<file path="src/rtl/fsqr_cfg.svh">
// Offsets, field positions, reset values and timing counts of the flash query controller
`ifndef FSQR_CFG_SVH
`define FSQR_CFG_SVH

// Controller register offsets (byte addresses, one word each)
`define FSQR_REG_CMD      8'h00
`define FSQR_REG_ADDR     8'h04
`define FSQR_REG_WDATA    8'h08
`define FSQR_REG_RDATA    8'h0C
`define FSQR_REG_STATUS   8'h10
`define FSQR_REG_CTRL     8'h14

// Status register fields
`define FSQR_ST_BUSY      0
`define FSQR_ST_DONE      1
`define FSQR_ST_BLK_VALID 2
`define FSQR_ST_BLK_LOCK  3
`define FSQR_ST_BLK_EFAIL 4
`define FSQR_ST_REFUSED   5

// Control register fields and reset values
`define FSQR_CTRL_BYTE    0
`define FSQR_CTRL_RUN     1
`define FSQR_CTRL_RST     32'h0000_7000

// Flash status byte flag positions
`define FSQR_SR_READY     7
`define FSQR_SR_ERASE     5
`define FSQR_SR_WRITE     4
`define FSQR_SR_SUPPLY    3
`define FSQR_SR_LOCK      1

// Per-block status byte fields, at word offset base plus two
`define FSQR_BLK_LOCK     0
`define FSQR_BLK_EFAIL    1
`define FSQR_BLK_OFFSET   21'h00_0002

// Flash command codes
`define FSQR_CMD_CLEAR    8'h50
`define FSQR_CMD_QUERY    8'h98
`define FSQR_CMD_MULTI    8'hE8

// Bus cycle timing
`define FSQR_CLK_NS       10
`define FSQR_T_STROBE_NS  100
`define FSQR_T_HIGH_NS    50
`define FSQR_STROBE_CYC   ((`FSQR_T_STROBE_NS + `FSQR_CLK_NS - 1) / `FSQR_CLK_NS)
`define FSQR_HIGH_CYC     ((`FSQR_T_HIGH_NS + `FSQR_CLK_NS - 1) / `FSQR_CLK_NS)

`endif

</file>
<file path="src/rtl/fsqr_pkg.sv">
// Types shared by the flash query controller and its bus cycle engine
package fsqr_pkg;

  typedef enum logic [2:0] {
    FSQR_OP_WRITE  = 3'd0,
    FSQR_OP_READ   = 3'd1,
    FSQR_OP_STATUS = 3'd2,
    FSQR_OP_CLEAR  = 3'd3,
    FSQR_OP_QUERY  = 3'd4,
    FSQR_OP_BLOCK  = 3'd5,
    FSQR_OP_EXT    = 3'd6
  } fsqr_op_e;

  typedef struct packed {
    logic        is_write;
    logic        byte_mode;
    logic [20:0] addr;
    logic [15:0] data;
  } fsqr_req_s;

  typedef struct packed {
    logic        chip_enable0_n;
    logic        chip_enable1_n;
    logic        oe_n;
    logic        we_n;
    logic [20:0] addr;
    logic [15:0] dq_out;
    logic [15:0] dq_oe_n;
  } fsqr_bus_s;

  typedef struct packed {
    fsqr_bus_s bus;
    logic      byte_mode_n;
    logic      reset_powerdown_n;
  } fsqr_pins_s;

endpackage : fsqr_pkg

</file>
<file path="src/rtl/fsqr_ctrl.sv">
// Flash status, clear-status and query controller with an AHB-Lite register slave
`timescale 1ns/1ps
`include "fsqr_cfg.svh"
module fsqr_ctrl (
  // Clock and reset
  input  wire logic               core_clk,
  input  wire logic               reset,
  // AHB-Lite slave
  input  wire logic               hsel,
  input  wire logic [31:0]        haddr,
  input  wire logic [1:0]         htrans,
  input  wire logic               hwrite,
  input  wire logic [2:0]         hsize,
  input  wire logic [31:0]        hwdata,
  input  wire logic               hready,
  output logic                    hreadyout,
  output logic [31:0]             hrdata,
  output logic                    hresp,
  // Flash pins
  input  wire logic [15:0]        dq_in,
  output fsqr_pkg::fsqr_pins_s    pins
);

  typedef enum logic [5:0] {
    FSQR_S_IDLE   = 6'b000001,
    FSQR_S_PRE    = 6'b000010,
    FSQR_S_PRE_RD = 6'b000100,
    FSQR_S_CMD    = 6'b001000,
    FSQR_S_RD     = 6'b010000,
    FSQR_S_DONE   = 6'b100000
  } fsqr_state_e;

  // Bus slave state
  logic                wr_pend, next_wr_pend;
  logic [7:0]          wr_addr, next_wr_addr;
  logic [31:0]         next_hrdata;

  // Software visible state
  logic [31:0]         ctrl, next_ctrl;
  logic [20:0]         addr, next_addr;
  logic [15:0]         wdata, next_wdata;
  logic [15:0]         rdata_q, next_rdata_q;
  logic [7:0]          flash_sr, next_flash_sr;
  logic                done_flag, next_done_flag;
  logic                refused, next_refused;
  logic                blk_valid, next_blk_valid;
  logic                blk_lock, next_blk_lock;
  logic                blk_efail, next_blk_efail;

  // Sequencer state
  fsqr_state_e         state, next_state;
  fsqr_pkg::fsqr_op_e  op, next_op;
  logic                start, next_start;
  fsqr_pkg::fsqr_req_s req, next_req;

  // Engine
  logic                eng_busy;
  logic                eng_done;
  logic [15:0]         eng_rdata;
  fsqr_pkg::fsqr_bus_s eng_bus;

  logic                byte_mode;
  logic                run;
  logic [7:0]          status_code;
  logic                addr_phase;
  logic                cmd_write;
  logic [20:0]         query_addr;
  logic [20:0]         block_addr;
  logic [7:0]          cmd_code;

  assign byte_mode   = ctrl[`FSQR_CTRL_BYTE];
  assign run         = ctrl[`FSQR_CTRL_RUN];
  assign status_code = ctrl[15:8];
  assign hreadyout   = 1'b1;
  assign hresp       = 1'b0;
  assign addr_phase  = hsel & htrans[1] & hready;
  assign cmd_write   = wr_pend & (wr_addr == `FSQR_REG_CMD);

  // Word offset doubled onto the pins; A0 is don't-care to the device in byte mode
  assign query_addr  = {addr[19:0], 1'b0};
  assign block_addr  = {20'(addr + `FSQR_BLK_OFFSET), 1'b0};

  // Pins: strobes from the engine, mode and power-down from the control register
  assign pins = '{bus:               eng_bus,
                  byte_mode_n:       ~byte_mode,
                  reset_powerdown_n: run};

  // Command code for the write cycle of each operation
  always_comb begin
    case (op)
      fsqr_pkg::FSQR_OP_STATUS: cmd_code = status_code;
      fsqr_pkg::FSQR_OP_CLEAR:  cmd_code = `FSQR_CMD_CLEAR;
      fsqr_pkg::FSQR_OP_QUERY:  cmd_code = `FSQR_CMD_QUERY;
      fsqr_pkg::FSQR_OP_BLOCK:  cmd_code = `FSQR_CMD_QUERY;
      fsqr_pkg::FSQR_OP_EXT:    cmd_code = `FSQR_CMD_MULTI;
      default:                  cmd_code = wdata[7:0];
    endcase
  end

  // Register bus: write data phase and registered read data
  always_comb begin
    next_wr_pend = addr_phase & hwrite;
    next_wr_addr = addr_phase ? haddr[7:0] : wr_addr;
    next_hrdata  = hrdata;
    next_ctrl    = ctrl;
    next_addr    = addr;
    next_wdata   = wdata;
    if (addr_phase && !hwrite) begin
      case (haddr[7:0])
        `FSQR_REG_CMD:    next_hrdata = {29'h0000_0000, op};
        `FSQR_REG_ADDR:   next_hrdata = {11'h000, addr};
        `FSQR_REG_WDATA:  next_hrdata = {16'h0000, wdata};
        `FSQR_REG_RDATA:  next_hrdata = {16'h0000, rdata_q};
        `FSQR_REG_STATUS: next_hrdata = {16'h0000, flash_sr, 2'b00, refused, blk_efail, blk_lock,
                                         blk_valid, done_flag, (state != FSQR_S_IDLE) | eng_busy};
        `FSQR_REG_CTRL:   next_hrdata = {16'h0000, ctrl[15:0]};
        default:          next_hrdata = 32'h0000_0000;
      endcase
    end
    if (wr_pend) begin
      case (wr_addr)
        `FSQR_REG_ADDR:  next_addr = hwdata[20:0];
        `FSQR_REG_WDATA: next_wdata = hwdata[15:0];
        `FSQR_REG_CTRL:  next_ctrl = {16'h0000, hwdata[15:8], 6'h00, hwdata[1:0]};
        default: ;
      endcase
    end
  end

  // Operation sequencer
  always_comb begin
    next_state     = state;
    next_op        = op;
    next_start     = 1'b0;
    next_req       = req;
    next_rdata_q   = rdata_q;
    next_flash_sr  = flash_sr;
    next_done_flag = done_flag;
    next_refused   = refused;
    next_blk_valid = blk_valid;
    next_blk_lock  = blk_lock;
    next_blk_efail = blk_efail;
    // Write-one clears; a completing operation below sets again
    if (wr_pend && wr_addr == `FSQR_REG_STATUS) begin
      if (hwdata[`FSQR_ST_DONE]) next_done_flag = 1'b0;
      if (hwdata[`FSQR_ST_REFUSED]) next_refused = 1'b0;
    end
    case (state)
      FSQR_S_IDLE: begin
        if (cmd_write) begin
          if (!run || hwdata[2:0] == 3'd7) begin
            next_refused = 1'b1;
          end else begin
            next_op        = fsqr_pkg::fsqr_op_e'(hwdata[2:0]);
            next_start     = 1'b1;
            next_blk_valid = 1'b0;
            case (fsqr_pkg::fsqr_op_e'(hwdata[2:0]))
              fsqr_pkg::FSQR_OP_READ: begin
                next_state = FSQR_S_RD;
                next_req   = '{1'b0, byte_mode, addr, 16'h0000};
              end
              fsqr_pkg::FSQR_OP_WRITE: begin
                next_state = FSQR_S_CMD;
                next_req   = '{1'b1, byte_mode, addr, wdata};
              end
              fsqr_pkg::FSQR_OP_BLOCK: begin
                // Ready flag is checked before block status is trusted
                next_state = FSQR_S_PRE;
                next_req   = '{1'b1, byte_mode, addr, {8'h00, status_code}};
              end
              fsqr_pkg::FSQR_OP_CLEAR: begin
                // Clear only when idle; a busy device would ignore it anyway
                next_state = FSQR_S_PRE;
                next_req   = '{1'b1, byte_mode, addr, {8'h00, status_code}};
              end
              default: begin
                // Status and extended status are reissued every time to refresh the latch
                next_state = FSQR_S_CMD;
                next_req   = '{1'b1, byte_mode, addr, 16'h0000};
                next_req.data = {8'h00, (hwdata[2:0] == 3'd2) ? status_code :
                                        (hwdata[2:0] == 3'd6) ? `FSQR_CMD_MULTI : `FSQR_CMD_QUERY};
              end
            endcase
          end
        end
      end
      FSQR_S_PRE: begin
        if (eng_done) begin
          next_state = FSQR_S_PRE_RD;
          next_start = 1'b1;
          next_req   = '{1'b0, byte_mode, addr, 16'h0000};
        end
      end
      FSQR_S_PRE_RD: begin
        if (eng_done) begin
          next_flash_sr = eng_rdata[7:0];
          if (!eng_rdata[`FSQR_SR_READY]) begin
            next_state = FSQR_S_DONE;
          end else begin
            next_state = FSQR_S_CMD;
            next_start = 1'b1;
            next_req   = '{1'b1, byte_mode, addr, {8'h00, cmd_code}};
          end
        end
      end
      FSQR_S_CMD: begin
        if (eng_done) begin
          if (op == fsqr_pkg::FSQR_OP_WRITE || op == fsqr_pkg::FSQR_OP_CLEAR) begin
            next_state = FSQR_S_DONE;
          end else begin
            next_state = FSQR_S_RD;
            next_start = 1'b1;
            next_req   = '{1'b0, byte_mode, addr, 16'h0000};
            if (op == fsqr_pkg::FSQR_OP_QUERY) next_req.addr = query_addr;
            if (op == fsqr_pkg::FSQR_OP_BLOCK) next_req.addr = block_addr;
          end
        end
      end
      FSQR_S_RD: begin
        if (eng_done) begin
          next_state   = FSQR_S_DONE;
          next_rdata_q = eng_rdata;
          if (op == fsqr_pkg::FSQR_OP_QUERY || op == fsqr_pkg::FSQR_OP_BLOCK)
            next_rdata_q = {8'h00, eng_rdata[7:0]};
          if (op == fsqr_pkg::FSQR_OP_STATUS)
            next_flash_sr = eng_rdata[7:0];
          if (op == fsqr_pkg::FSQR_OP_BLOCK) begin
            next_blk_valid = 1'b1;
            next_blk_lock  = eng_rdata[`FSQR_BLK_LOCK];
            next_blk_efail = eng_rdata[`FSQR_BLK_EFAIL];
          end
        end
      end
      FSQR_S_DONE: begin
        next_done_flag = 1'b1;
        next_state     = FSQR_S_IDLE;
      end
      default: next_state = FSQR_S_IDLE;
    endcase
  end

  always_ff @(posedge core_clk) begin
    if (reset) begin
      wr_pend   <= 1'b0;
      wr_addr   <= 8'h00;
      hrdata    <= 32'h0000_0000;
      ctrl      <= `FSQR_CTRL_RST;
      addr      <= 21'h00_0000;
      wdata     <= 16'h0000;
      rdata_q   <= 16'h0000;
      flash_sr  <= 8'h00;
      done_flag <= 1'b0;
      refused   <= 1'b0;
      blk_valid <= 1'b0;
      blk_lock  <= 1'b0;
      blk_efail <= 1'b0;
      state     <= FSQR_S_IDLE;
      op        <= fsqr_pkg::FSQR_OP_WRITE;
      start     <= 1'b0;
      req       <= '0;
    end else begin
      wr_pend   <= next_wr_pend;
      wr_addr   <= next_wr_addr;
      hrdata    <= next_hrdata;
      ctrl      <= next_ctrl;
      addr      <= next_addr;
      wdata     <= next_wdata;
      rdata_q   <= next_rdata_q;
      flash_sr  <= next_flash_sr;
      done_flag <= next_done_flag;
      refused   <= next_refused;
      blk_valid <= next_blk_valid;
      blk_lock  <= next_blk_lock;
      blk_efail <= next_blk_efail;
      state     <= next_state;
      op        <= next_op;
      start     <= next_start;
      req       <= next_req;
    end
  end

  fsqr_cycle u_cycle (
    .core_clk (core_clk),
    .reset    (reset),
    .start    (start),
    .req      (req),
    .busy     (eng_busy),
    .done     (eng_done),
    .rdata    (eng_rdata),
    .dq_in    (dq_in),
    .bus      (eng_bus)
  );

endmodule : fsqr_ctrl

</file>
<file path="src/rtl/fsqr_cycle.sv">
// One asynchronous flash bus cycle: setup, strobe, release and high recovery
`timescale 1ns/1ps
`include "fsqr_cfg.svh"
module fsqr_cycle (
  // Clock and reset
  input  wire logic               core_clk,
  input  wire logic               reset,
  // Request side
  input  wire logic               start,
  input  wire fsqr_pkg::fsqr_req_s req,
  output logic                    busy,
  output logic                    done,
  output logic [15:0]             rdata,
  // Flash side
  input  wire logic [15:0]        dq_in,
  output fsqr_pkg::fsqr_bus_s     bus
);

  typedef enum logic [4:0] {
    FSQR_C_IDLE   = 5'b00001,
    FSQR_C_SETUP  = 5'b00010,
    FSQR_C_STROBE = 5'b00100,
    FSQR_C_REL    = 5'b01000,
    FSQR_C_HIGH   = 5'b10000
  } fsqr_cyc_e;

  localparam logic [7:0] STROBE_LAST = 8'(`FSQR_STROBE_CYC - 1);
  localparam logic [7:0] HIGH_LAST   = 8'(`FSQR_HIGH_CYC - 1);

  fsqr_cyc_e           state, next_state;
  logic [7:0]          cnt, next_cnt;
  fsqr_pkg::fsqr_req_s cur, next_cur;
  fsqr_pkg::fsqr_bus_s next_bus;
  logic [15:0]         next_rdata;
  logic                next_done;

  assign busy = (state != FSQR_C_IDLE);

  always_comb begin
    next_state = state;
    next_cnt   = cnt;
    next_cur   = cur;
    next_rdata = rdata;
    next_done  = 1'b0;
    next_bus   = bus;
    case (state)
      FSQR_C_IDLE: begin
        if (start) begin
          next_cur                = req;
          next_bus.addr           = req.addr;
          next_bus.chip_enable0_n = 1'b0;
          next_bus.chip_enable1_n = 1'b0;
          next_bus.dq_out         = req.data;
          // Upper lines stay released in byte mode
          next_bus.dq_oe_n        = req.is_write ? {{8{req.byte_mode}}, 8'h00} : 16'hFFFF;
          next_state              = FSQR_C_SETUP;
        end
      end
      FSQR_C_SETUP: begin
        next_bus.we_n = ~cur.is_write;
        next_bus.oe_n = cur.is_write;
        next_cnt      = 8'h00;
        next_state    = FSQR_C_STROBE;
      end
      FSQR_C_STROBE: begin
        next_cnt = cnt + 8'h01;
        if (cnt == STROBE_LAST) begin
          next_bus.we_n = 1'b1;
          next_bus.oe_n = 1'b1;
          next_rdata    = cur.byte_mode ? {8'h00, dq_in[7:0]} : dq_in;
          next_state    = FSQR_C_REL;
        end
      end
      FSQR_C_REL: begin
        next_bus.chip_enable0_n = 1'b1;
        next_bus.chip_enable1_n = 1'b1;
        next_bus.dq_oe_n        = 16'hFFFF;
        next_cnt                = 8'h00;
        next_state              = FSQR_C_HIGH;
      end
      FSQR_C_HIGH: begin
        // Strobes held high between cycles so the next read relatches
        next_cnt = cnt + 8'h01;
        if (cnt == HIGH_LAST) begin
          next_done  = 1'b1;
          next_state = FSQR_C_IDLE;
        end
      end
      default: next_state = FSQR_C_IDLE;
    endcase
  end

  always_ff @(posedge core_clk) begin
    if (reset) begin
      state <= FSQR_C_IDLE;
      cnt   <= 8'h00;
      cur   <= '0;
      rdata <= 16'h0000;
      done  <= 1'b0;
      bus   <= '{chip_enable0_n: 1'b1, chip_enable1_n: 1'b1, oe_n: 1'b1, we_n: 1'b1,
                 addr: 21'h00_0000, dq_out: 16'h0000, dq_oe_n: 16'hFFFF};
    end else begin
      state <= next_state;
      cnt   <= next_cnt;
      cur   <= next_cur;
      rdata <= next_rdata;
      done  <= next_done;
      bus   <= next_bus;
    end
  end

endmodule : fsqr_cycle

</file>
<file path="config.mk">
export PLATFORM = sky130hd
export DESIGN_NAME = fsqr_ctrl
export DESIGN_NICKNAME = d
export VERILOG_FILES = /design/src/rtl/fsqr_pkg.sv /design/src/rtl/fsqr_ctrl.sv /design/src/rtl/fsqr_cycle.sv
export VERILOG_INCLUDE_DIRS = /design/src /design/src/rtl
export SDC_FILE = /design/constraint.sdc
export NUM_CORES = 1
export LEC_CHECK = 0
export BUFFER_PORTS_ARGS = -buffer_cell sky130_fd_sc_hd__clkbuf_2
export CORE_MARGIN = 2
export CORE_UTILIZATION = 35
export DETAILED_ROUTE_END_ITERATION = 8
export PLACE_DENSITY_LB_ADDON = 0.2
export SYNTH_ARGS = -nofsm -noshare
export SYNTH_HDL_FRONTEND = slang
export SYNTH_HIERARCHICAL = 1
export SYNTH_SLANG_ARGS = --single-unit
</file>
<file path="constraint.sdc">
create_clock -name core_clk -period 3.3 [get_ports core_clk]
set_clock_uncertainty 0.1 [all_clocks]
set_input_delay 0.33 -clock core_clk [delete_from_list [all_inputs] [get_ports core_clk]]
set_output_delay 0.33 -clock core_clk [all_outputs]
set_load 0.005 [all_outputs]
</file>
### Yosys cells after proc, flatten, opt, wreduce, memory -nomap -nowiden

Index checks and enable logic that the tools add are counted.

* logic and storage cells: 197
* memory bits (read-only): 0
* memories kept: 0
* RAM bits: 0
* input bits: 90
* latch bits: 0
* flip-flop bits (word level): 255
* output and inout bits: 93

* bitwise gates (word level): 9
* divide/modulo/power cells: 0
* add/sub/neg operators: 2
* reduce and logical (&&, ||, !) cells: 40
* shift operators: 0
* multipliers: 0
* equal/unequal tests: 48
* muxes and demuxes: 65
* magnitude comparators: 0

Operators with widths (count)
* $mux W39: 7
* $pmux W39 S4: 1
* $pmux W21 S6: 1
* $pmux W39 S3: 1
* $mux W16: 4
* $mux W6: 8
* $mux W21: 2
* $eq A8 B4 Y1 const B: 4
* $eq A8 B5 Y1 const B: 4
* $mux W8: 4
* $pmux W16 S2: 1
* $pmux W8 S2: 2
* $pmux W8 S4: 1
* $pmux W6 S5: 1
* $pmux W5 S5: 1
* $eq A8 B3 Y1 const B: 3
* $add A20 B2 Y20 const B: 1
* $mux W1: 20
* $eq A3 B3 Y1 const B: 6
* $reduce_and A2 Y1: 9
* $logic_not A8 Y1: 2
* $mux W5: 3
* $ne A2 B1 Y1 const B: 7
* $reduce_bool A2 Y1: 7
* 37 further kinds: 64

### Depth between registers and ports, before layout

* depth after elaboration: 7
* depth in mapped cells: 9
* depth with buffers taken out: 6

### Cells and area by module

The synthesis kept the hierarchy.

By module, submodules not included
* fsqr_ctrl: times used 1, area an instance 7513.5 um^2, seq. area each 3103.0 um^2, cells an instance 900
* fsqr_cycle: times used 1, area an instance 3098.0 um^2, seq. area each 1481.4 um^2, cells an instance 367

### Least setup slack after synthesis

OpenSTA, ideal clock, no wires.

* path kind: reg-to-reg
* start: register state[2] (netlist name)
* end: register req[23] (netlist name)
* slack: 0.817 ns
* stages on the path, launching flop included: 9
* period minus slack after synthesis: 2.483 ns
* path buffers: 3
* setup time: 0.070 ns
* required time: 3.130 ns
* arrival time: 2.313 ns
* cell sequence: dfxtp_1 buf_6 or4_4 or3_1 buf_2 a221o_1 buf_2 a2111o_1 a21oi_1

==> impl_metrics.env <==
export IMPL_hold_class="input port to flop"
export IMPL_grt_pass1_vias=8946
export IMPL_synth_mux_area_share_pct=6.70
export IMPL_synth_top_flop_cell="dfxtp_1"
export IMPL_rsz0062_at_grt="no"
export IMPL_postCtsHoldBufs=33
export IMPL_fin_cells=1793
export IMPL_cp_start_kind="flop"
export IMPL_cts_buffers=26
export IMPL_worst_setup_path_end_kind="flop"
export IMPL_ys_seq_elements=229
export IMPL_layout_commonest_cell="dfxtp_1"
export IMPL_routed_wl_um=33900
export IMPL_drive_gt1_share_pct=17.7
export IMPL_tritoncts="yes"
export IMPL_clk_pin_slew_ns=0.06
export IMPL_die_area_sq_um=31700
export IMPL_synth_top_family_by_area="simple AND/OR/NAND/NOR gates"
export IMPL_synth_area_sq_um=10600
export IMPL_seq_area_frac_synth_pct=43.2
export IMPL_place_hpwl_um=24200
export IMPL_finalHoldViolCount=0
export IMPL_place_inst=1713
export IMPL_yosys_warnings=6
export IMPL_drc_errors=0
export IMPL_required_ns=3.57
export IMPL_critPathCapture="req[3]"
export IMPL_syn_mean_instance_area_sq_um=8.38
export IMPL_viasPerCell=5.39
export IMPL_cts_resized=0
export IMPL_synth_edff_count=0
export IMPL_fillerInstances=3056
export IMPL_async_flop_share_pct=0
export IMPL_yosysUniqueCellTypes=75
export IMPL_initial_utilization_pct=35.7
export IMPL_drt_iter0_drc=763
export IMPL_setup_tns_ns=0
export IMPL_worst_pin_slew_ns=0.943
export IMPL_io_pins=183
export IMPL_crit_start="state[2]"
export IMPL_max_slew_margin_pct=36.9
export IMPL_grt_max_degree=136
export IMPL_ctsRootBufferMaster="clkbuf_16"
export IMPL_grtUsageTotal_pct=21.1
export IMPL_layout_common_cells="dfxtp_1 (229), nand2_1 (197), a21oi_1 (138)"
export IMPL_gp_congestion=0.956
export IMPL_routedWlPerCell_um=18.9
export IMPL_die_y_um=178
export IMPL_nets=1478
export IMPL_grt_pass1_wl_um=52300
export IMPL_synth_xor_area_share_pct=1.40
export IMPL_core_area_sq_um=29700
export IMPL_grt_remaining_overflow=0
export IMPL_rows=63
export IMPL_antenna_cells=0
export IMPL_cts_setup_buffers=0
export IMPL_ant_nets=0
export IMPL_clock_sinks=229
export IMPL_antenna_found_initial=1
export IMPL_r2r_start="state[2]"
export IMPL_post_route_util_pct=43.2
export IMPL_period_needed_ns=2.83
export IMPL_synth_simple_gate_area_share_pct=22.1
export IMPL_p_leak_nw=4.73
export IMPL_synthAdderAreaFrac_pct=0.472
export IMPL_r2r_slack_ns=0.47
export IMPL_clock_latency_ns=0.55
export IMPL_synth_compound_area_share_pct=19.3
export IMPL_port_buffers=130
export IMPL_h_tree_depth=1
export IMPL_status="completed"
export IMPL_arrival_ns=3.10
export IMPL_slew_violations=0
export IMPL_first_pass_iters=5
export IMPL_syn_to_final_growth_pct=20.9
export IMPL_ir_worst_vdd_mv=0.390
export IMPL_synth_cells=1267
export IMPL_die_w_um=178
export IMPL_pwr_density_cell_nw_per_um2=563
export IMPL_rr_endpoint="req[3]"
export IMPL_vias=9666
export IMPL_path_class="flop to flop"
export IMPL_max_cap_violations=0
export IMPL_clock_path_buffers=3
export IMPL_period_share_pct=85.8
export IMPL_finalSetupViolCount=0
export IMPL_fmax_mhz=353
export IMPL_worstPathMaxFanout=10
export IMPL_r2r_cells=5
-- flip-flops by register name (all words and copies together), names as in the netlist, 2 cells and up --
register       cells
addr              21
ctrl              10
flash_sr           8
hrdata            21
op                 3
rdata_q           16
req               39
state              6
u_cycle/bus       42
u_cycle/cnt        8
u_cycle/cur        2
u_cycle/rdata     16
u_cycle/state      5
wdata             16
wr_addr            8
-- layout make-up --
cell class	instances	area (sq um)	area share [%]
inverters	14	52.6	0.410
repair buffers	208	1380	10.7
multi-input cells	905	5380	41.9
clock buffers	31	689	5.38
well taps	390	488	3.80
clock inverters	16	258	2.01
flip-flops and latches	229	4580	35.7
-- metrics by stage --
step	hold WS, ns	cell area (sq um)	setup slack (ns)	total power [W]
detailed placement	0.338	11500	0.553	0.00407
CTS	0.00596	12800	0.540	0.00728
floorplan	0.328	10700	0.817	0.00377
finish	0.0210	12800	0.469	0.00722
global placement	0.335	11500	0.553	0.00407
global route	0.0227	12800	0.337	0.00752
-- logic make-up after synthesis --
family	after synthesis
simple gates	485
compound gates	315
flops	229
buf+inv	144
mux	71
xor+xnor	17
fa+ha+maj	4
other cells	2
-- critical path: stages (launching register included) --
cell and delay, ns:
dfxtp_1 0.40, or4_4 0.60, or3_1 0.48, a221o_1 0.43
nor4_1 0.57, nor3_1 0.09
-- worst min-delay path by stage --
stage,cells past startpoint,endpoint,start,slack (ns)
2_1_floorplan,2,u_cycle/bus[24],req[8],0.33
3_3_place_gp,1,hrdata[4],hrdata[4],0.34
3_5_place_dp,1,hrdata[3],hrdata[3],0.34
4_1_cts,3,wr_addr[4],haddr[4],0.006
5_1_grt,3,wr_addr[4],haddr[4],0.02
6_report,3,wr_addr[4],haddr[4],0.02
-- layer usage --
layer / share of wire, % / global-route usage (%) / up-vias / wire length (um)
met3: 6.7 / 2.94 / 53 / 2260
met4: 2.7 / 5.94 / 0 / 918
met5: 0 / 0 / - / 0
met2: 43 / 32.6 / 352 / 14600
met1: 47 / 30.4 / 4534 / 16000
li1: - / - / 4727 / -
-- power breakdown --
part           internal, W  switching [W]  total, W
Clock              0.00197        0.00120   0.00317
Combinational     0.000392       0.000666   0.00106
Sequential         0.00288       0.000111   0.00299
-- cells in the mapped netlist (4+ instances only) --
master	count	area, sq um
dfxtp_1	229	4580
nand2_1	197	739
a21oi_1	138	691
nor2_1	110	413
clkbuf_1	75	282
mux2i_1	71	711
o21ai_0	45	225
buf_4	30	225
nand3_1	30	150
nor3_1	25	125
nand4_1	23	144
a22oi_1	21	158
buf_2	17	85.1
inv_1	14	52.6
nor4_1	13	81.3
a211oi_1	11	82.6
a221oi_1	11	96.3
a311oi_1	11	96.3
xnor2_1	11	96.3
or3_1	9	56.3
a21o_1	8	60.1
a222oi_1	8	80.1
and3_1	8	50.1
nand2b_1	8	50.1
nor3b_1	8	60.1
o2111ai_1	7	61.3
or3b_2	7	61.3
nand3b_1	6	45.0
nor2b_1	6	37.5
o211ai_1	6	45.0
o2bb2ai_1	6	52.6
o32ai_1	6	52.6
xor2_1	6	52.6
and4_1	5	43.8
buf_6	5	56.3
nor4b_1	5	43.8
a22o_1	4	35.0
a31oi_1	4	25.0
and2_1	4	25.0
ha_1	4	50.1
or2_2	4	25.0
Power figures use the tool's default switching activity.
